[src/rtl/acr_pkg.sv]
// Package with the register map, field positions and constants of the configuration bank.
package acr_pkg;
   // ----------------------------------------------------------------
   // Register byte addresses
   // ----------------------------------------------------------------
   localparam logic [5:0] ACR_CHAIN_IDENTITY = 6'h00;
   localparam logic [5:0] ACR_RESET_POWER_CONTROL = 6'h04;
   localparam logic [5:0] ACR_INPUT_PROTOCOL_CONTROL = 6'h08;
   localparam logic [5:0] ACR_OUTPUT_PROTOCOL_CONTROL = 6'h0c;
   localparam logic [5:0] ACR_OUTPUT_WORD_CONTROL = 6'h10;
   localparam logic [5:0] ACR_INPUT_RANGE_SELECT = 6'h14;
   localparam logic [5:0] ACR_ALARM_FLAGS = 6'h20;
   localparam logic [5:0] ACR_ALARM_HIGH_THRESHOLD = 6'h24;
   localparam logic [5:0] ACR_ALARM_LOW_THRESHOLD = 6'h28;
   localparam logic [5:0] ACR_KEY_BYTE = 6'h05;
   localparam logic [5:0] ACR_CHAIN_BYTE = 6'h02;
   localparam logic [5:0] ACR_OUT_CTL_HI_BYTE = 6'h0d;
   // ----------------------------------------------------------------
   // Field positions and values
   // ----------------------------------------------------------------
   localparam logic [7:0] ACR_UNLOCK_KEY = 8'h69;
   localparam logic [7:0] ACR_KEY_RESET = 8'h00;
   localparam logic [3:0] ACR_CHAIN_RESET = 4'h0;
   localparam int ACR_SUPPLY_ALARM_DISABLE_BIT = 5;
   localparam int ACR_INPUT_ALARM_DISABLE_BIT = 4;
   localparam int ACR_RESET_PIN_CLASS_BIT = 2;
   localparam int ACR_LIGHT_SLEEP_ENABLE_BIT = 1;
   localparam int ACR_POWER_DOWN_BIT = 0;
   localparam int ACR_SOURCE_CLOCK_SELECT_BIT = 6;
   localparam int ACR_GPO_VALUE_HI_BIT = 4;
   localparam logic [1:0] ACR_PIN_TRISTATE = 2'h0;
   localparam logic [1:0] ACR_PIN_ALARM = 2'h1;
   localparam logic [1:0] ACR_PIN_GPO = 2'h2;
   localparam logic [1:0] ACR_PIN_DUAL = 2'h3;
   localparam logic [1:0] ACR_OUT_MODE_SPI = 2'h0;
   // ----------------------------------------------------------------
   // Shifting and clocks
   // ----------------------------------------------------------------
   localparam int ACR_WORD_BITS = 32;
   localparam logic [5:0] ACR_CYCLES_SINGLE = 6'h20;
   localparam logic [5:0] ACR_CYCLES_DUAL = 6'h10;
   localparam logic [3:0] ACR_INT_DIV = 4'h4;
   // ----------------------------------------------------------------
   // Carriers
   // ----------------------------------------------------------------
   typedef struct packed {
      logic en;
      logic [5:0] addr;
      logic [7:0] data;
   } acr_wr_s;
   typedef enum logic [1:0] {
      ACR_IDLE = 2'b01,
      ACR_SHIFT = 2'b10
   } acr_state_e;
endpackage : acr_pkg

[src/rtl/acr_regs.sv]
// Configuration register bank with source-synchronous read-out of the converter.
//
// Contract
// RQ1 - Strobe pin carries output clock in source mode.
// RQ2 - Strobe clock from serial clock or internal.
// RQ3 - One data line; config 11b adds second.
// RQ4 - Same edge timing; dual needs half cycles.
// RQ5 - Nine word registers of four byte slots.
// RQ6 - Bytes consecutive, low byte at base.
// RQ7 - Chain position bits 19-16, reset zero.
// RQ8 - Reserved bits read back as zeros.
// RQ9 - Host writes key 69h before power writes.
// RQ10 - Bits 5-0 writable only with key 69h.
// RQ11 - Bit 5 disables supply alarm.
// RQ12 - Bit 4 disables input alarm.
// RQ13 - Bit 2 picks full or application pin reset.
// RQ14 - Application reset class holds until power cycle.
// RQ15 - Light sleep when enabled and select high.
// RQ16 - Bit 0 requests power-down.
// RQ17 - Class and sleep bits survive application reset.
// RQ18 - Bit 6 picks serial or internal clock.
// RQ19 - Pin config: tristate, alarm, output, dual.
// RQ20 - Register writes accepted while powered down.
`timescale 1ns/10ps
`default_nettype none
module acr_regs (
   input wire logic clk_i,
   input wire logic rst_i,
   input wire logic reset_pin_n_i,
   input wire acr_pkg::acr_wr_s wr_i,
   input wire logic rd_en_i,
   input wire logic [5:0] rd_addr_i,
   output logic [7:0] rd_data_o,
   output logic rd_valid_o,
   input wire logic sclk_i,
   input wire logic convert_start_select_i,
   input wire logic conversion_done_i,
   input wire logic supply_alarm_i,
   input wire logic input_alarm_i,
   input wire logic start_i,
   input wire logic [31:0] word_i,
   output logic busy_o,
   output logic ready_strobe_pin_o,
   output logic first_serial_output_o,
   output logic shared_alarm_output_pin_o,
   output logic shared_alarm_output_pin_oe_o,
   output logic power_down_o,
   output logic light_sleep_state_o,
   output logic [1:0] input_protocol_mode_o
);
   import acr_pkg::*;

   // ----------------------------------------------------------------
   // Synchronisers and reset classes
   // ----------------------------------------------------------------
   logic [1:0] rpin_ff;
   logic [1:0] sclk_sync_ff;
   logic [1:0] css_ff;
   logic sclk_prev_ff;
   always_ff @(posedge clk_i) begin
      if (rst_i) begin
         rpin_ff <= 2'h3;
         sclk_sync_ff <= 2'h0;
         css_ff <= 2'h0;
         sclk_prev_ff <= 1'b0;
      end else begin
         rpin_ff <= {rpin_ff[0], reset_pin_n_i};
         sclk_sync_ff <= {sclk_sync_ff[0], sclk_i};
         css_ff <= {css_ff[0], convert_start_select_i};
         sclk_prev_ff <= sclk_sync_ff[1];
      end
   end

   logic class_ff;
   logic light_sleep_enable_ff;
   logic full_clr;
   logic app_clr;
   assign full_clr = rst_i | (~rpin_ff[1] & ~class_ff); // RQ13
   assign app_clr = ~rpin_ff[1] & class_ff; // RQ13

   // ----------------------------------------------------------------
   // Register storage
   // ----------------------------------------------------------------
   logic [3:0] chain_ff;
   logic [7:0] key_ff;
   logic sup_dis_ff;
   logic in_dis_ff;
   logic pd_ff;
   logic [1:0] in_mode_ff;
   logic [1:0] out_mode_ff;
   logic src_sel_ff;
   logic [1:0] pin_cfg_ff;
   logic gpo_ff;
   logic [7:0] gen_ff [16];
   logic key_ok;
   logic pw_wr;
   assign key_ok = (key_ff == ACR_UNLOCK_KEY);
   // Writes are never gated by the power-down request.
   assign pw_wr = wr_i.en && (wr_i.addr == ACR_RESET_POWER_CONTROL) && key_ok; // RQ20 RQ10

   always_ff @(posedge clk_i) begin
      if (full_clr || app_clr) begin
         chain_ff <= ACR_CHAIN_RESET; // RQ7
         key_ff <= ACR_KEY_RESET; // RQ10
         sup_dis_ff <= 1'b0; // RQ11
         in_dis_ff <= 1'b0; // RQ12
         pd_ff <= 1'b0; // RQ16
         in_mode_ff <= 2'h0;
         out_mode_ff <= ACR_OUT_MODE_SPI;
         src_sel_ff <= 1'b0;
         pin_cfg_ff <= ACR_PIN_TRISTATE;
         gpo_ff <= 1'b0;
      end else if (wr_i.en) begin
         case (wr_i.addr) // RQ6
            ACR_CHAIN_BYTE: begin
               chain_ff <= wr_i.data[3:0]; // RQ7
            end
            ACR_KEY_BYTE: begin
               key_ff <= wr_i.data; // RQ9
            end
            ACR_RESET_POWER_CONTROL: begin
               if (key_ok) begin // RQ10
                  sup_dis_ff <= wr_i.data[ACR_SUPPLY_ALARM_DISABLE_BIT]; // RQ11
                  in_dis_ff <= wr_i.data[ACR_INPUT_ALARM_DISABLE_BIT]; // RQ12
                  pd_ff <= wr_i.data[ACR_POWER_DOWN_BIT]; // RQ16
               end
            end
            ACR_INPUT_PROTOCOL_CONTROL: begin
               in_mode_ff <= wr_i.data[1:0];
            end
            ACR_OUTPUT_PROTOCOL_CONTROL: begin
               out_mode_ff <= wr_i.data[1:0];
               src_sel_ff <= wr_i.data[ACR_SOURCE_CLOCK_SELECT_BIT]; // RQ18
            end
            ACR_OUT_CTL_HI_BYTE: begin
               pin_cfg_ff <= wr_i.data[1:0]; // RQ19
               gpo_ff <= wr_i.data[ACR_GPO_VALUE_HI_BIT];
            end
            default: begin
            end
         endcase
      end
   end

   // Power-on-only fields: only a full-class clear touches them.
   always_ff @(posedge clk_i) begin
      if (full_clr) begin
         class_ff <= 1'b0; // RQ17
         light_sleep_enable_ff <= 1'b0; // RQ17
      end else if (pw_wr) begin
         class_ff <= class_ff | wr_i.data[ACR_RESET_PIN_CLASS_BIT]; // RQ14
         light_sleep_enable_ff <= wr_i.data[ACR_LIGHT_SLEEP_ENABLE_BIT]; // RQ15
      end
   end

   // Output word, range and threshold registers hold whole bytes.
   logic gen_hit;
   logic [3:0] gen_idx;
   always_comb begin
      gen_hit = 1'b0;
      gen_idx = {2'h0, wr_i.addr[1:0]};
      case (wr_i.addr[5:2])
         4'h4: begin
            gen_hit = 1'b1;
            gen_idx = {2'h0, wr_i.addr[1:0]};
         end
         4'h5: begin
            gen_hit = 1'b1;
            gen_idx = {2'h1, wr_i.addr[1:0]};
         end
         4'h9: begin
            gen_hit = 1'b1;
            gen_idx = {2'h2, wr_i.addr[1:0]};
         end
         4'ha: begin
            gen_hit = 1'b1;
            gen_idx = {2'h3, wr_i.addr[1:0]};
         end
         default: begin
         end
      endcase
   end
   always_ff @(posedge clk_i) begin
      if (full_clr || app_clr) begin
         for (int i = 0; i < 16; i++) begin
            gen_ff[i] <= 8'h00;
         end
      end else if (wr_i.en && gen_hit) begin
         gen_ff[gen_idx] <= wr_i.data; // RQ5
      end
   end

   // ----------------------------------------------------------------
   // Read port
   // ----------------------------------------------------------------
   logic [7:0] nxt_rd;
   always_comb begin
      nxt_rd = 8'h00; // RQ8
      case (rd_addr_i)
         ACR_CHAIN_BYTE: nxt_rd = {4'h0, chain_ff}; // RQ7
         ACR_KEY_BYTE: nxt_rd = key_ff;
         ACR_RESET_POWER_CONTROL: nxt_rd = {2'h0, sup_dis_ff, in_dis_ff, 1'b0,
                                            class_ff, light_sleep_enable_ff, pd_ff}; // RQ8
         ACR_INPUT_PROTOCOL_CONTROL: nxt_rd = {6'h00, in_mode_ff};
         ACR_OUTPUT_PROTOCOL_CONTROL: nxt_rd = {1'b0, src_sel_ff, 4'h0, out_mode_ff};
         ACR_OUT_CTL_HI_BYTE: nxt_rd = {3'h0, gpo_ff, 2'h0, pin_cfg_ff};
         ACR_ALARM_FLAGS: nxt_rd = {6'h00, input_alarm_i, supply_alarm_i};
         default: begin
            case (rd_addr_i[5:2])
               4'h4: nxt_rd = gen_ff[{2'h0, rd_addr_i[1:0]}];
               4'h5: nxt_rd = gen_ff[{2'h1, rd_addr_i[1:0]}];
               4'h9: nxt_rd = gen_ff[{2'h2, rd_addr_i[1:0]}];
               4'ha: nxt_rd = gen_ff[{2'h3, rd_addr_i[1:0]}];
               default: nxt_rd = 8'h00;
            endcase
         end
      endcase
   end
   always_ff @(posedge clk_i) begin
      if (rst_i) begin
         rd_data_o <= 8'h00;
         rd_valid_o <= 1'b0;
      end else begin
         rd_data_o <= rd_en_i ? nxt_rd : 8'h00;
         rd_valid_o <= rd_en_i;
      end
   end

   // ----------------------------------------------------------------
   // Power and light sleep
   // ----------------------------------------------------------------
   assign power_down_o = pd_ff; // RQ16
   assign input_protocol_mode_o = in_mode_ff;
   always_ff @(posedge clk_i) begin
      if (full_clr || !light_sleep_enable_ff || !css_ff[1]
          || (pw_wr && !wr_i.data[ACR_LIGHT_SLEEP_ENABLE_BIT])) begin
         light_sleep_state_o <= 1'b0; // RQ15
      end else if (conversion_done_i) begin
         light_sleep_state_o <= 1'b1; // RQ15
      end
   end

   // ----------------------------------------------------------------
   // Source-synchronous shifter
   // ----------------------------------------------------------------
   logic [3:0] div_ff;
   logic int_tick;
   logic tick;
   logic dual;
   logic src_mode;
   assign int_tick = (div_ff == ACR_INT_DIV - 4'h1);
   assign tick = src_sel_ff ? int_tick : (sclk_sync_ff[1] & ~sclk_prev_ff); // RQ2 RQ18
   assign dual = (pin_cfg_ff == ACR_PIN_DUAL); // RQ3
   assign src_mode = (out_mode_ff != ACR_OUT_MODE_SPI);
   always_ff @(posedge clk_i) begin
      if (rst_i || int_tick) begin
         div_ff <= 4'h0;
      end else begin
         div_ff <= div_ff + 4'h1;
      end
   end

   acr_state_e state_ff;
   logic [31:0] sh_ff;
   logic [5:0] cnt_ff;
   logic dual_ff;
   always_ff @(posedge clk_i) begin
      if (full_clr || app_clr) begin
         state_ff <= ACR_IDLE;
         sh_ff <= 32'h0;
         cnt_ff <= 6'h0;
         dual_ff <= 1'b0;
         ready_strobe_pin_o <= 1'b0;
      end else begin
         case (state_ff)
            ACR_IDLE: begin
               ready_strobe_pin_o <= 1'b0;
               if (start_i && src_mode) begin
                  state_ff <= ACR_SHIFT;
                  sh_ff <= word_i;
                  dual_ff <= dual;
                  cnt_ff <= dual ? ACR_CYCLES_DUAL : ACR_CYCLES_SINGLE; // RQ4
               end
            end
            ACR_SHIFT: begin
               if (tick) begin
                  ready_strobe_pin_o <= ~ready_strobe_pin_o; // RQ1
                  if (ready_strobe_pin_o) begin
                     cnt_ff <= cnt_ff - 6'h1;
                     sh_ff <= dual_ff ? {sh_ff[29:0], 2'h0} : {sh_ff[30:0], 1'b0}; // RQ4
                     if (cnt_ff == 6'h1) begin
                        state_ff <= ACR_IDLE;
                     end
                  end
               end
            end
            default: begin
               state_ff <= ACR_IDLE;
            end
         endcase
      end
   end
   assign busy_o = (state_ff == ACR_SHIFT);
   assign first_serial_output_o = sh_ff[ACR_WORD_BITS - 1]; // RQ1

   // ----------------------------------------------------------------
   // Shared alarm pin
   // ----------------------------------------------------------------
   logic alarm;
   logic pin_ff;
   assign alarm = (supply_alarm_i & ~sup_dis_ff) | (input_alarm_i & ~in_dis_ff); // RQ11 RQ12
   always_ff @(posedge clk_i) begin
      if (rst_i) begin
         pin_ff <= 1'b0;
         shared_alarm_output_pin_oe_o <= 1'b0;
      end else begin
         shared_alarm_output_pin_oe_o <= (pin_cfg_ff != ACR_PIN_TRISTATE); // RQ19
         case (pin_cfg_ff) // RQ19
            ACR_PIN_ALARM: pin_ff <= alarm;
            ACR_PIN_GPO: pin_ff <= gpo_ff;
            default: pin_ff <= 1'b0;
         endcase
      end
   end
   // Dual data comes straight from the shifter so both lines change on the same edge.
   assign shared_alarm_output_pin_o = (pin_cfg_ff == ACR_PIN_DUAL) ?
                                      sh_ff[ACR_WORD_BITS - 2] : pin_ff; // RQ3 RQ4

   // ----------------------------------------------------------------
   // Assertions
   // ----------------------------------------------------------------
   a_strobe_idle_low: assert property (@(posedge clk_i) disable iff (rst_i) // RQ1
      (state_ff == ACR_IDLE) |=> !ready_strobe_pin_o || busy_o)
      else $error("strobe active while idle");
   a_key_gate_write: assert property (@(posedge clk_i) disable iff (rst_i) // RQ10
      wr_i.en && wr_i.addr == ACR_RESET_POWER_CONTROL && !key_ok && !app_clr && !full_clr
      |=> $stable(pd_ff) && $stable(sup_dis_ff) && $stable(in_dis_ff))
      else $error("power control written without key");
   a_class_sticky: assert property (@(posedge clk_i) disable iff (rst_i) // RQ14
      class_ff |=> class_ff)
      else $error("reset pin class dropped");
   a_nap_keeps_app: assert property (@(posedge clk_i) disable iff (rst_i) // RQ17
      app_clr && light_sleep_enable_ff |=> light_sleep_enable_ff)
      else $error("sleep enable lost on application reset");
   a_dual_half_len: assert property (@(posedge clk_i) disable iff (full_clr || app_clr) // RQ4
      $rose(busy_o) |-> cnt_ff == (($past(pin_cfg_ff) == ACR_PIN_DUAL) ? ACR_CYCLES_DUAL
      : ACR_CYCLES_SINGLE))
      else $error("wrong cycle count at load");
   a_pin_tristate: assert property (@(posedge clk_i) disable iff (rst_i) // RQ19
      pin_cfg_ff == ACR_PIN_TRISTATE |=> !shared_alarm_output_pin_oe_o)
      else $error("shared pin driven in tristate");
   a_alarm_gated: assert property (@(posedge clk_i) disable iff (rst_i) // RQ11
      pin_cfg_ff == ACR_PIN_ALARM && !(wr_i.en && wr_i.addr == ACR_OUT_CTL_HI_BYTE)
      |=> shared_alarm_output_pin_o == ($past(supply_alarm_i && !sup_dis_ff)
      || $past(input_alarm_i && !in_dis_ff)))
      else $error("alarm pin does not follow enabled alarms");
   a_reserved_zero: assert property (@(posedge clk_i) disable iff (rst_i) // RQ8
      rd_en_i && rd_addr_i == 6'h03 |=> rd_data_o == 8'h00)
      else $error("reserved byte read nonzero");
   a_sleep_needs_en: assert property (@(posedge clk_i) disable iff (rst_i) // RQ15
      light_sleep_state_o |-> light_sleep_enable_ff)
      else $error("light sleep without enable");
   a_chain_read: assert property (@(posedge clk_i) disable iff (rst_i) // RQ7
      rd_en_i && rd_addr_i == ACR_CHAIN_BYTE |=> rd_data_o[3:0] == $past(chain_ff))
      else $error("chain position read mismatch");
endmodule : acr_regs
`default_nettype wire

[config.mk]
export PLATFORM = sky130hd
export DESIGN_NAME = acr_regs
export DESIGN_NICKNAME = d
export VERILOG_FILES = /design/src/rtl/acr_pkg.sv /design/src/rtl/acr_regs.sv
export SDC_FILE = /design/constraint.sdc
export NUM_CORES = 1
export LEC_CHECK = 0
export BUFFER_PORTS_ARGS = -buffer_cell sky130_fd_sc_hd__buf_4
export CAP_MARGIN = 20
export CORE_MARGIN = 5
export CORE_UTILIZATION = 65
export CTS_CLUSTER_SIZE = 14
export DETAILED_ROUTE_END_ITERATION = 16
export PLACE_DENSITY = 0.93
export SLEW_MARGIN = 20
export SYNTH_ARGS = -nofsm -noshare
export SYNTH_HDL_FRONTEND = slang
export SYNTH_SLANG_ARGS = --single-unit
[constraint.sdc]
create_clock -name clk_i -period 6.07 [get_ports clk_i]
set_clock_uncertainty 0.15 [all_clocks]
set_input_delay 1.214 -clock clk_i [delete_from_list [all_inputs] [get_ports clk_i]]
set_output_delay 1.214 -clock clk_i [all_outputs]
set_load 0.01 [all_outputs]
==> results of run 1 <==
## Yosys cell counts, types with 4 or more instances
| master | count |
|---|---|
| nor3_1 | 13 |
| nand3_1 | 13 |
| and2_1 | 114 |
| dfxtp_1 | 90 |
| and4b_1 | 4 |
| ha_1 | 7 |
| mux4_2 | 28 |
| and3_1 | 17 |
| nor2b_1 | 16 |
| o211ai_1 | 31 |
| buf_4 | 4 |
| o22ai_1 | 8 |
| mux2i_1 | 57 |
| edfxtp_1 | 128 |
| nor2_1 | 52 |
| inv_1 | 25 |
| nand3b_1 | 7 |
| a31oi_1 | 4 |
| clkbuf_1 | 39 |
| nand2b_1 | 14 |
| buf_2 | 17 |
| a211oi_1 | 8 |
| o21ai_0 | 25 |
| mux2_2 | 8 |
| nand2_1 | 91 |
| nor3b_1 | 5 |
| a21oi_1 | 46 |
| a31o_2 | 4 |
## worst max-delay path by stage
stage,startpoint,to,cells after the start
after detailed placement,rst_i,gen_ff[12][0],6
after global routing,rst_i,gen_ff[12][6],6
after CTS,rst_i,gen_ff[12][6],6
after global placement,rst_i,gen_ff[12][0],6
final,rst_i,gen_ff[12][6],6
after floorplan,rst_i,gen_ff[6][0],6
## power groups by stage
stage                     clock, µW  combinational, µW  sequential (µW)
after floorplan                   0                125             1650
final                          1390                214             1640
after global routing           1460                225             1640
after CTS                      1390                209             1640
after global placement            0                202             1670
after detailed placement          0                206             1670
## cells by family (layout without fill, tap and decap cells)
group | Yosys count | in the layout | synth area share (%)
adders and majority gates | 7 | 7 | 0.848
AOI/OAI and AO/OA | 144 | 144 | 8.99
xor gates and xnor gates | 2 | 2 | 0.170
buffers and inverters | 90 | 148 | 3.71
DFF | 218 | 218 | 54.6
muxes | 93 | 93 | 12.5
and+or+nand+nor | 366 | 366 | 19.1
## stage by stage
stage	setup WS (ns)	total power, µW	hold WS (ns)	area, µm²	utilization, %
final	2.00	3240	0.294	11700	74.4
after floorplan	2.79	1780	0.239	10300	-
after global routing	1.81	3320	0.320	11700	74.4
after CTS	2.08	3240	0.291	11700	74.4
after global placement	1.83	1870	0.270	10900	69.7
after detailed placement	1.62	1870	0.277	10900	69.7
## metal layers
metal | global-route usage, % | wire length, µm | share of wire (%)
met5 | 0 | 0 | 0
met4 | 13.7 | 1340 | 5.2
met3 | 5.55 | 2530 | 9.8
met2 | 47.4 | 12700 | 49
met1 | 35.3 | 9200 | 36
## state kept, by name, indices dropped and copies added (netlist names), 2 cells and up
register               count
gen_ff                   128
rpin_ff                    2
cnt_ff                     6
sclk_sync_ff               2
css_ff                     2
out_mode_ff                2
pin_cfg_ff                 2
state_ff                   2
input_protocol_mode_o      2
div_ff                     4
sh_ff                     32
rd_data_o                  8
chain_ff                   4
key_ff                     8
## final cells by class
cell class              instances  area (µm²)
well taps                     216         270
flip-flops and latches        218        5650
multi-input cells             612        4310
fillers                       977        4020
clock inverters                 7        85.1
inverters                      25        93.8
repair buffers                 83         623
clock buffers                  33         664
## critical path, cell delays in order
cell and delay [ns]:
buf_4 0.18, nor2b_1 0.82, and4b_1 0.55, nand2_1 0.27, nor3_1 0.62, nand2b_1 0.41
==> results.md, run 1 <==
* FF-to-FF End: gen_ff[12][6]
* DIE WIDTH at 136 µm
* CTS tree: yes
* Post-Syn Instances at 920
* First-pass GRT wire length at 40000 µm
* Final TNS setup at 0 ns
* Worst slew pin tran at 1.12 ns
* DPL Wire Length at 16800 µm
* Hold_buf cts at 0
* Avg Inst Size Synth at 11.2 µm²
* Core area at 0.0157 mm²
* DR DRC count at 0
* Leading area contributor after synthesis: edfxtp_1
* MaxCap Viol Count at 0
* Final Slew Violations at 0
* DR vias at 7564
* Hold Fails Final Rpt at 0
* Reg2reg start: rpin_ff[1]
* Max Clk Rate at 246 MHz
* Yosys cell types at 60
* Warnings, synthesis at 0
* Syn-to-layout area delta at 13.2%
* H-tree depth at 1
* I/O pins at 81
* Worst-path clk slew at 0.06 ns
* PortBufs at 80
* Routability cong. at 0.890
* Worst r2r path cells at 5
* Combinational power share at 6.6%
* Final setup violation count at 0
* Post-Syn Nets at 990
* RSZ-0062 raised after global routing: no
* Post-Syn Area at 0.0103 mm²
* Clock Power Share at 42.8%
* Drt first pass iters at 6
* Post-synthesis sequential area ratio at 54.6%
* Clk buf depth at 3
* Period utilization at 67.1%
* Synth top area cells: edfxtp_1, dfxtp_1, and2_1
* Clk Latency, worst-skew pair at 0.50 ns
* FFs w/ async S/R, synth at 0%
* CTS root buffer: clkbuf_16
* Wire per inst at 21.6 µm
* Routed Antenna Nets at 0
* Critical Path Sink Type: flip-flop
* P_sw at 703 µW
* Post-synth EDFFs at 128
* CTS Buf Count at 22
* Post-Route WL at 25800 µm
* Post-CTS setup buffer count at 0
* WHS Path Cells at 1
* Synthesis-stage register bit count at 218
* Final Critical Period at 4.07 ns
* Initial antenna violation count at 0
* DR vias/cell at 6.34
* Ys flop type: edfxtp_1
* CP Max Fanout at 18
* Leak pwr at 0.00431 µW
* Most common cell after layout, fill and taps aside: edfxtp_1
* Nets at 1032
* Sink Count at 218
* Status: finished clean
* Die Span Y at 136 µm
* Min-delay src: sclk_sync_ff[0]
* Switching part of the total at 21.7%
* Final non-filler cell total at 1194
* Initial DRC Count at 1010
* CTS resizes at 0
* Reg-to-reg setup timing slack at 2.43 ns
* Sequential power share at 50.5%
* HP Class: reg2reg
* Antenna cells at 0
* Gr usage total at 28.3%
* Number of placement rows at 46
* Hold Path End: sclk_sync_ff[1]
* Vias in the first global route at 7349
* PwrDens at 277 mW/mm²
* Share of layout cells above drive strength 1 at 17.7%
* Die area at 0.0185 mm²
* VDD IR max at 0.000211 V
* Area share of the largest cell type after synthesis at 37.2%
* P_int at 2540 µW
* Crit Path Class: in2reg
* Highest-count cells in the layout ignoring fill and taps: edfxtp_1, and2_1, nand2_1
* DP Cell Count at 1154
* Max-slew headroom at 24.8%
* Required @ worst endpoint at 6.09 ns
* Critical Path AT at 4.09 ns
* Initial Util at 65.8%
* Largest net degree at the start of global routing at 68
* GR Overflow Total at 0
* CP startpoint kind: input port
Note: power is estimated with default switching activity, not from simulation.
==> run 2: changes to the inputs <==
- ABC_AREA: not set -> 1
- CORE_UTILIZATION: 65 -> 55
- PLACE_DENSITY: 0.93 -> 0.85
- clock period: 6.07 -> 3.4 ns (I/O delays scaled with it)
==> run 2 against run 1 <==
Net effect: flip-flop and latch count is the same; non-clock buffer count increased by 13; sequential power increased by 80%; synthesized area rose by 6.5%; die area rose by 24%; clock power rose by 82%; final area increased by 7.0%; core utilization fell by 11 points; critical path type is now reg2out.
==> results.md, run 2 <==
* Status: finished clean
* Core area at 0.0196 mm² (+25%)
* WHS Path Cells at 2 (+1)
* Hold Fails Final Rpt at 0 (unchanged)
* Hold Path End: rpin_ff[0]
* Die Span Y at 151 µm (+11%)
* Clock Power Share at 41.4% (-1.4 points)
* Routed Antenna Nets at 0 (unchanged)
* CP startpoint kind: flip-flop
* MaxCap Viol Count at 0 (unchanged)
* Initial Util at 56.1% (-9.6 points)
* Most flops, register: gen_ff
* Top flop regs: gen_ff x128, sh_ff x32
* Switching part of the total at 23.6% (+1.9 points)
* Leading area contributor after synthesis: edfxtp_1
* PortBufs at 80 (unchanged)
* H-tree depth at 1 (unchanged)
* Most common library cells after synthesis: nand2_1, nor2_1, inv_1
* Post-Syn Nets at 1469 (+48%)
* Main combinational cell family by area after synthesis: simple AND/OR/NAND/NOR gates
* Sink Count at 218 (unchanged)
* Drt first pass iters at 6 (unchanged)
* GR Overflow Total at 0 (unchanged)
* Critical path cell sequence: ha_1 -> inv_1 -> o21ai_0 -> buf_4
* DR vias at 9462 (+25%)
* Post-Syn Instances at 1399 (+52%)
* RSZ-0062 raised after global routing: no
* Worst slew pin tran at 0.963 ns (-0.154 ns)
* Avg Inst Size Synth at 7.86 µm² (-30%)
* VDD IR max at 0.000487 V (+130%)
* Most common cell after layout, fill and taps aside: nand2_1
* Area of the multi-input gates at 0.00449 mm² (+4.1%)
* Warnings, synthesis at 0 (unchanged)
* Period utilization at 71.1%
* CTS resizes at 0 (unchanged)
* CP Max Fanout at 5 (-13)
* Vias in the first global route at 8784 (+20%)
* Combinational power share at 10.3% (+3.7 points)
* Antenna cells at 0 (unchanged)
* I/O pins at 81 (unchanged)
* Crit path largest cell delay at 0.43 ns (-0.39 ns)
* Clk Latency, worst-skew pair at 0.50 ns (about the same)
* CTS tree: yes
* Nets at 1517 (+47%)
* Post-synth EDFFs at 128 (unchanged)
* Worst r2r path cells at 7 (+2)
* FFs w/ async S/R, synth at 0% (unchanged)
* Critical Path AT at 1.59 ns (-2.50 ns)
* Ys flop type: edfxtp_1
* Final setup violation count at 0 (unchanged)
* Min-delay src: reset_pin_n_i
* Die area at 0.0229 mm² (+24%)
* Required @ worst endpoint at 2.57 ns (-3.52 ns)
* Max FFs per register at 128 (unchanged)
* Register area at 0.00565 mm² (about the same)
* Initial antenna violation count at 0 (unchanged)
* Post-synthesis mux area share at 0% (-12 points)
* Wire per inst at 16.3 µm (-24%)
* CTS root buffer: clkbuf_16
* Initial DRC Count at 1090 (+7.9%)
* Max Clk Rate at 414 MHz
* First-pass GRT wire length at 44200 µm (+11%)
* Reg2reg start: class_ff
* PwrDens at 489 mW/mm² (+77%)
* Routability cong. at 0.950 (+6.8%)
* Yosys cell types at 38 (-37%)
* Highest-count cells in the layout ignoring fill and taps: nand2_1, nor2_1, inv_1
* DR vias/cell at 5.48 (-14%)
* Most frequent cell after synthesis: nand2_1
* HP Class: in2reg
* Final Slew Violations at 0 (unchanged)
* P_int at 4680 µW (+84%)
* DPL Wire Length at 18500 µm (+10%)
* Clk buf depth at 3 (unchanged)
* Area share of the largest cell type after synthesis at 34.9% (-2.3 points)
* Slowest cell on crit path: dfxtp_1
* Max-slew headroom at 35.7% (+11 points)
* Hold_buf cts at 0 (unchanged)
* Gr usage total at 24.7% (-3.6 points)
* Largest net degree at the start of global routing at 66 (-2.9%)
* Syn-to-layout area delta at 13.8%
* Number of placement rows at 51 (+11%)
* Reg-to-reg setup timing slack at 0.99 ns (-1.44 ns)
* Post-synthesis sequential area ratio at 51.3% (-3.3 points)
* P_sw at 1440 µW (+110%)
* CTS Buf Count at 22 (unchanged)
* DR DRC count at 0 (unchanged)
* Crit. Startpoint: pin_cfg_ff[0]
* Post-CTS setup buffer count at 0 (unchanged)
* Sequential power share at 48.3% (-2.2 points)
* Worst-path clk slew at 0.06 ns (about the same)
* Post-synthesis adder-cell area fraction at 0.796% (-0.051 points)
* Share of layout cells above drive strength 1 at 12.2% (-5.5 points)
* Fillers at 1591 (+63%)
* Post-Route WL at 28200 µm (+9.4%)
* Simple-gate share of the synthesized area at 32.5% (+13 points)
* Crit Path Class: reg2out
* Synthesis-stage register bit count at 218 (unchanged)
* Critical Path Sink Type: primary output
* Final Critical Period at 2.42 ns
* FF-to-FF End: gen_ff[3][3]
* Leak pwr at 0.00565 µW (+31%)
* Synth Area in XOR/XNOR at 0.0796% (-0.090 points)
* Post-Syn Area at 0.0110 mm² (+6.5%)
* Core Util, Final at 63.9% (-11 points)
* Final TNS setup at 0 ns (unchanged)
* DIE WIDTH at 151 µm (+11%)
* Synth top area cells: edfxtp_1, dfxtp_1, nand2_1
* Synth Area in Compound Gates at 7.33% (-1.7 points)
## run 2: changes by cell type after synthesis, moves of 26 or more
cell	before	now
a21oi_1	46	72
a22oi_1	2	32
and2_1	114	1
inv_1	25	133
mux2i_1	57	0
mux4_2	28	0
nand2_1	91	381
nand3_1	13	98
nor2_1	52	268
o211ai_1	31	0
## run 2: final cells by class
class | instances | share of cell area, %
Sequential cell | 218 | 45.1
Tap cell | 265 | 2.65
Inverter | 145 | 4.35
Clock inverter | 9 | 1.15
Timing Repair Buffer | 96 | 5.96
Multi-Input combinational cell | 964 | 35.9
Clock buffer | 31 | 4.92
## run 2: how the worst max path moves through the flow
stage | cells after the start | end
3_3_place_gp | 8 | gen_ff[10][4]
5_1_grt | 4 | shared_alarm_output_pin_o
6_report | 4 | shared_alarm_output_pin_o
3_5_place_dp | 8 | gen_ff[10][3]
4_1_cts | 4 | shared_alarm_output_pin_o
2_1_floorplan | 7 | gen_ff[12][0]
## run 2: cell families after synthesis
| kind of cell | Yosys count |
|---|---|
| AO/OA/AOI/OAI | 143 |
| XOR/XNOR | 1 |
| adder cells (fa/ha/maj) | 7 |
| buffers and inverters | 217 |
| flip-flops | 218 |
| AND/OR/NAND/NOR | 813 |
## run 2: power groups by stage
stage               sequential, µW  clock, µW  combinational, µW
floorplan                     3000          0                422
global placement              3010          0                601
detailed placement            3010          0                615
CTS                           2960       2550                622
global route                  2970       2670                694
finish                        2960       2530                630
## run 2: routing by layer
metal | GRT usage [%] | share of wire, % | vias to the layer above | wire, µm
met5 | 0 | 0 | - | 0
met4 | 11.3 | 4.8 | 0 | 1350
met3 | 3.77 | 9.2 | 112 | 2590
met2 | 40.1 | 47 | 470 | 13400
met1 | 32.6 | 39 | 4284 | 10900
li1 | - | - | 4596 | -
## run 2: stage by stage
step	area, µm²	hold slack (ns)	worst slack (ns)	power [µW]	cells
after detailed placement	11800	0.249	0.527	3630	1688
final	12500	0.214	0.982	6120	1728
after CTS	12500	0.206	0.976	6130	1728
after floorplan	11000	0.238	0.785	3420	1399
after global routing	12500	0.205	0.827	6330	1728
after global placement	11800	0.242	0.634	3610	1688
## run 2: worst max-delay path, delay by kind of cell (launching register included)
kind                     cells  cell delay [ns]
flip-flops                   1             0.43
buffers and inverters        2             0.25
AO/OA/AOI/OAI                1             0.23
adder cells (fa/ha/maj)      1             0.20
==> run 3: changes to the inputs <==
- clock period: 3.4 -> 2.2 ns (I/O delays scaled with it)
==> run 3 against run 2 <==
Net effect: hold slack lost 0.16 ns; largest power group unchanged; register-to-register slack got worse by 0.85 ns; clock-buffer cell count shrank 4; flip-flop and latch count stayed put; sequential power rose by 54%; power up 54%.
==> results.md, run 3 (same netlist as run 2, synthesis figures left out) <==
* Hold Fails Final Rpt at 0 (unchanged)
* Share of layout cells above drive strength 1 at 14.7% (+2.5 points)
* Top Family by Delay on Critical Path: flip-flops
* Crit Path Class: reg2out
* Reg-to-reg setup timing slack at 0.14 ns (-0.85 ns)
* CTS tree: yes
* CTS Buf Count at 22 (unchanged)
* Highest-count cells in the layout ignoring fill and taps: nand2_1, nor2_1, inv_1
* Largest net degree at the start of global routing at 63 (-4.5%)
* DR top layer: met4
* Initial antenna violation count at 0 (unchanged)
* P_sw at 2330 µW (+62%)
* CP Max Fanout at 5 (unchanged)
* PortBufs at 80 (unchanged)
* DR DRC count at 0 (unchanged)
* Initial DRC Count at 1011 (-7.2%)
* RSZ-0062 raised after global routing: no
* H-tree depth at 1 (unchanged)
* VDD IR max at 0.000621 V (+27%)
* I/O pins at 81 (unchanged)
* Most flops, register: gen_ff
* Fillers at 1488 (-6.5%)
* Number of placement rows at 51 (unchanged)
* Syn-to-layout area delta at 17.3%
* Critical Path Sink Type: primary output
* Drt first pass iters at 5 (-1)
* Clock Power Share at 40.4% (-1.0 points)
* Crit path largest cell delay at 0.41 ns (-0.02 ns)
* Final Critical Period at 2.09 ns
* Antenna cells at 0 (unchanged)
* Final Slew Violations at 0 (unchanged)
* Vias in the first global route at 9106 (+3.7%)
* Wire per inst at 16.2 µm (-0.61%)
* Leak pwr at 0.00585 µW (+3.6%)
* DPL Wire Length at 19000 µm (+2.8%)
* Routability cong. at 0.937 (-1.4%)
* Final total power at 9400 µW (+54%)
* Critical path cell sequence: ha_1 -> inv_2 -> o21ai_2 -> buf_4
* Sequential power share at 48.6% (+0.3 points)
* Most common cell after layout, fill and taps aside: nand2_1
* Gr usage total at 25.1% (+0.38 points)
* M1 WL at 11100 µm (+1.7%)
* Worst-path clk slew at 0.06 ns (about the same)
* Max FFs per register at 128 (unchanged)
* Required @ worst endpoint at 1.61 ns (-0.96 ns)
* Clk Latency, worst-skew pair at 0.52 ns (+0.02 ns)
* Worst slew pin tran at 0.889 ns (-0.0744 ns)
* Combinational power share at 10.9% (+0.6 points)
* DR vias/cell at 5.49 (+0.21%)
* Slowest cell on crit path: dfxtp_1
* CTS root buffer: clkbuf_16
* GR Overflow Total at 0 (unchanged)
* Final setup margin at 0.111 ns (-0.871 ns)
* Top flop regs: gen_ff x128, sh_ff x32
* DIE WIDTH at 151 µm (unchanged)
* DR vias at 9718 (+2.7%)
* Hold Path End: sup_dis_ff
* WHS Path Cells at 3 (+1)
* Min-delay src: wr_i[5]
* Critical Path AT at 1.50 ns (-0.09 ns)
* Initial Util at 56.1% (unchanged)
* HP Class: in2reg
* Period utilization at 94.9%
* CP startpoint kind: flip-flop
* Die area at 0.0229 mm² (unchanged)
* P_int at 7070 µW (+51%)
* Status: finished clean
* Routed Antenna Nets at 0 (unchanged)
* Final setup violation count at 0 (unchanged)
* Clk buf depth at 3 (unchanged)
* Core area at 0.0196 mm² (unchanged)
* MaxCap Viol Count at 0 (unchanged)
* Max-slew headroom at 40.4% (+4.7 points)
* Reg2reg start: class_ff
* CP bufs+invs at 2 (unchanged)
* Hold_ws at 0.0544 ns (-0.159 ns)
* Dpl ws at 0.00296 ns (-0.524 ns)
* Worst r2r path cells at 7 (unchanged)
* Nets at 1560 (+2.8%)
* Met2 WL at 14000 µm (+4.6%)
* PwrDens at 728 mW/mm² (+49%)
* Die Span Y at 151 µm (unchanged)
* Met3 Routed Length at 2700 µm (+4.1%)
* Final TNS setup at 0 ns (unchanged)
* Post-Route WL at 28800 µm (+1.9%)
* Post-CTS setup buffer count at 0 (unchanged)
* FF-to-FF End: gen_ff[0][4]
* Sink Count at 218 (unchanged)
* Max Clk Rate at 479 MHz
* First-pass GRT wire length at 45600 µm (+3.1%)
* Switching part of the total at 24.8% (+1.2 points)
==> run 3: metrics by stage <==
step                cells  instance area, µm²  utilization [%]
global placement     1728               12100             62.0
floorplan            1399               11000                -
finish               1771               12900             65.9
global route         1771               12900             65.9
detailed placement   1728               12100             62.0
CTS                  1771               12900             65.9
==> run 3: area by class of cell <==
type | count | area, µm² | share of cell area [%]
tap | 265 | 332 | 2.57
clock buffer | 27 | 569 | 4.41
multi-input combinational | 964 | 4490 | 34.8
timing repair buffer | 139 | 1160 | 9.02
inverter | 145 | 544 | 4.22
sequential | 218 | 5650 | 43.7
clock inverter | 13 | 159 | 1.23
==> run 3: worst reg2reg max path: stages, from the launching register on <==
cell	delay, ns
dfxtp_1	0.37
nor2_1	0.10
nor2_4	0.13
o21ai_2	0.11
nor2_4	0.19
buf_12	0.20
nand4_2	0.12
nand2_1	0.33
==> run 3: power groups by stage <==
| stage | combinational [µW] | sequential, µW | clock, µW |
|---|---|---|---|
| 3_5_place_dp | 1000 | 4660 | 0 |
| 3_3_place_gp | 977 | 4650 | 0 |
| 2_1_floorplan | 653 | 4640 | 0 |
| 6_report | 1030 | 4570 | 3800 |
| 5_1_grt | 1130 | 4590 | 3980 |
| 4_1_cts | 1020 | 4570 | 3810 |
==> run 3: timing repair <==
item                                    4_1_cts  5_1_grt
endpoints found under the setup margin        1        1
hold endpoints to repair                      3        0
gates resized for setup                       1        2
hold buffers                                  3        0
==> run 3: worst max-delay path by stage <==
stage                     depth (start not counted)  slack (ns)                   endpoint          start
final                                             4        0.11  shared_alarm_output_pin_o  pin_cfg_ff[0]
after global placement                            9        0.07               gen_ff[3][0]       wr_i[12]
after CTS                                         4        0.06  shared_alarm_output_pin_o  pin_cfg_ff[0]
after detailed placement                          9       0.003              gen_ff[10][0]       wr_i[10]
after floorplan                                   7        0.04              gen_ff[12][0]       wr_i[12]
after global routing                              4        0.04  shared_alarm_output_pin_o  pin_cfg_ff[0]
==> run 3: routing by layer <==
metal	global-route usage, %	vias to the layer above
li1	-	4683
met1	32.4	4427
met2	42.3	524
met3	4.58	84
met4	8.88	0
met5	0	-
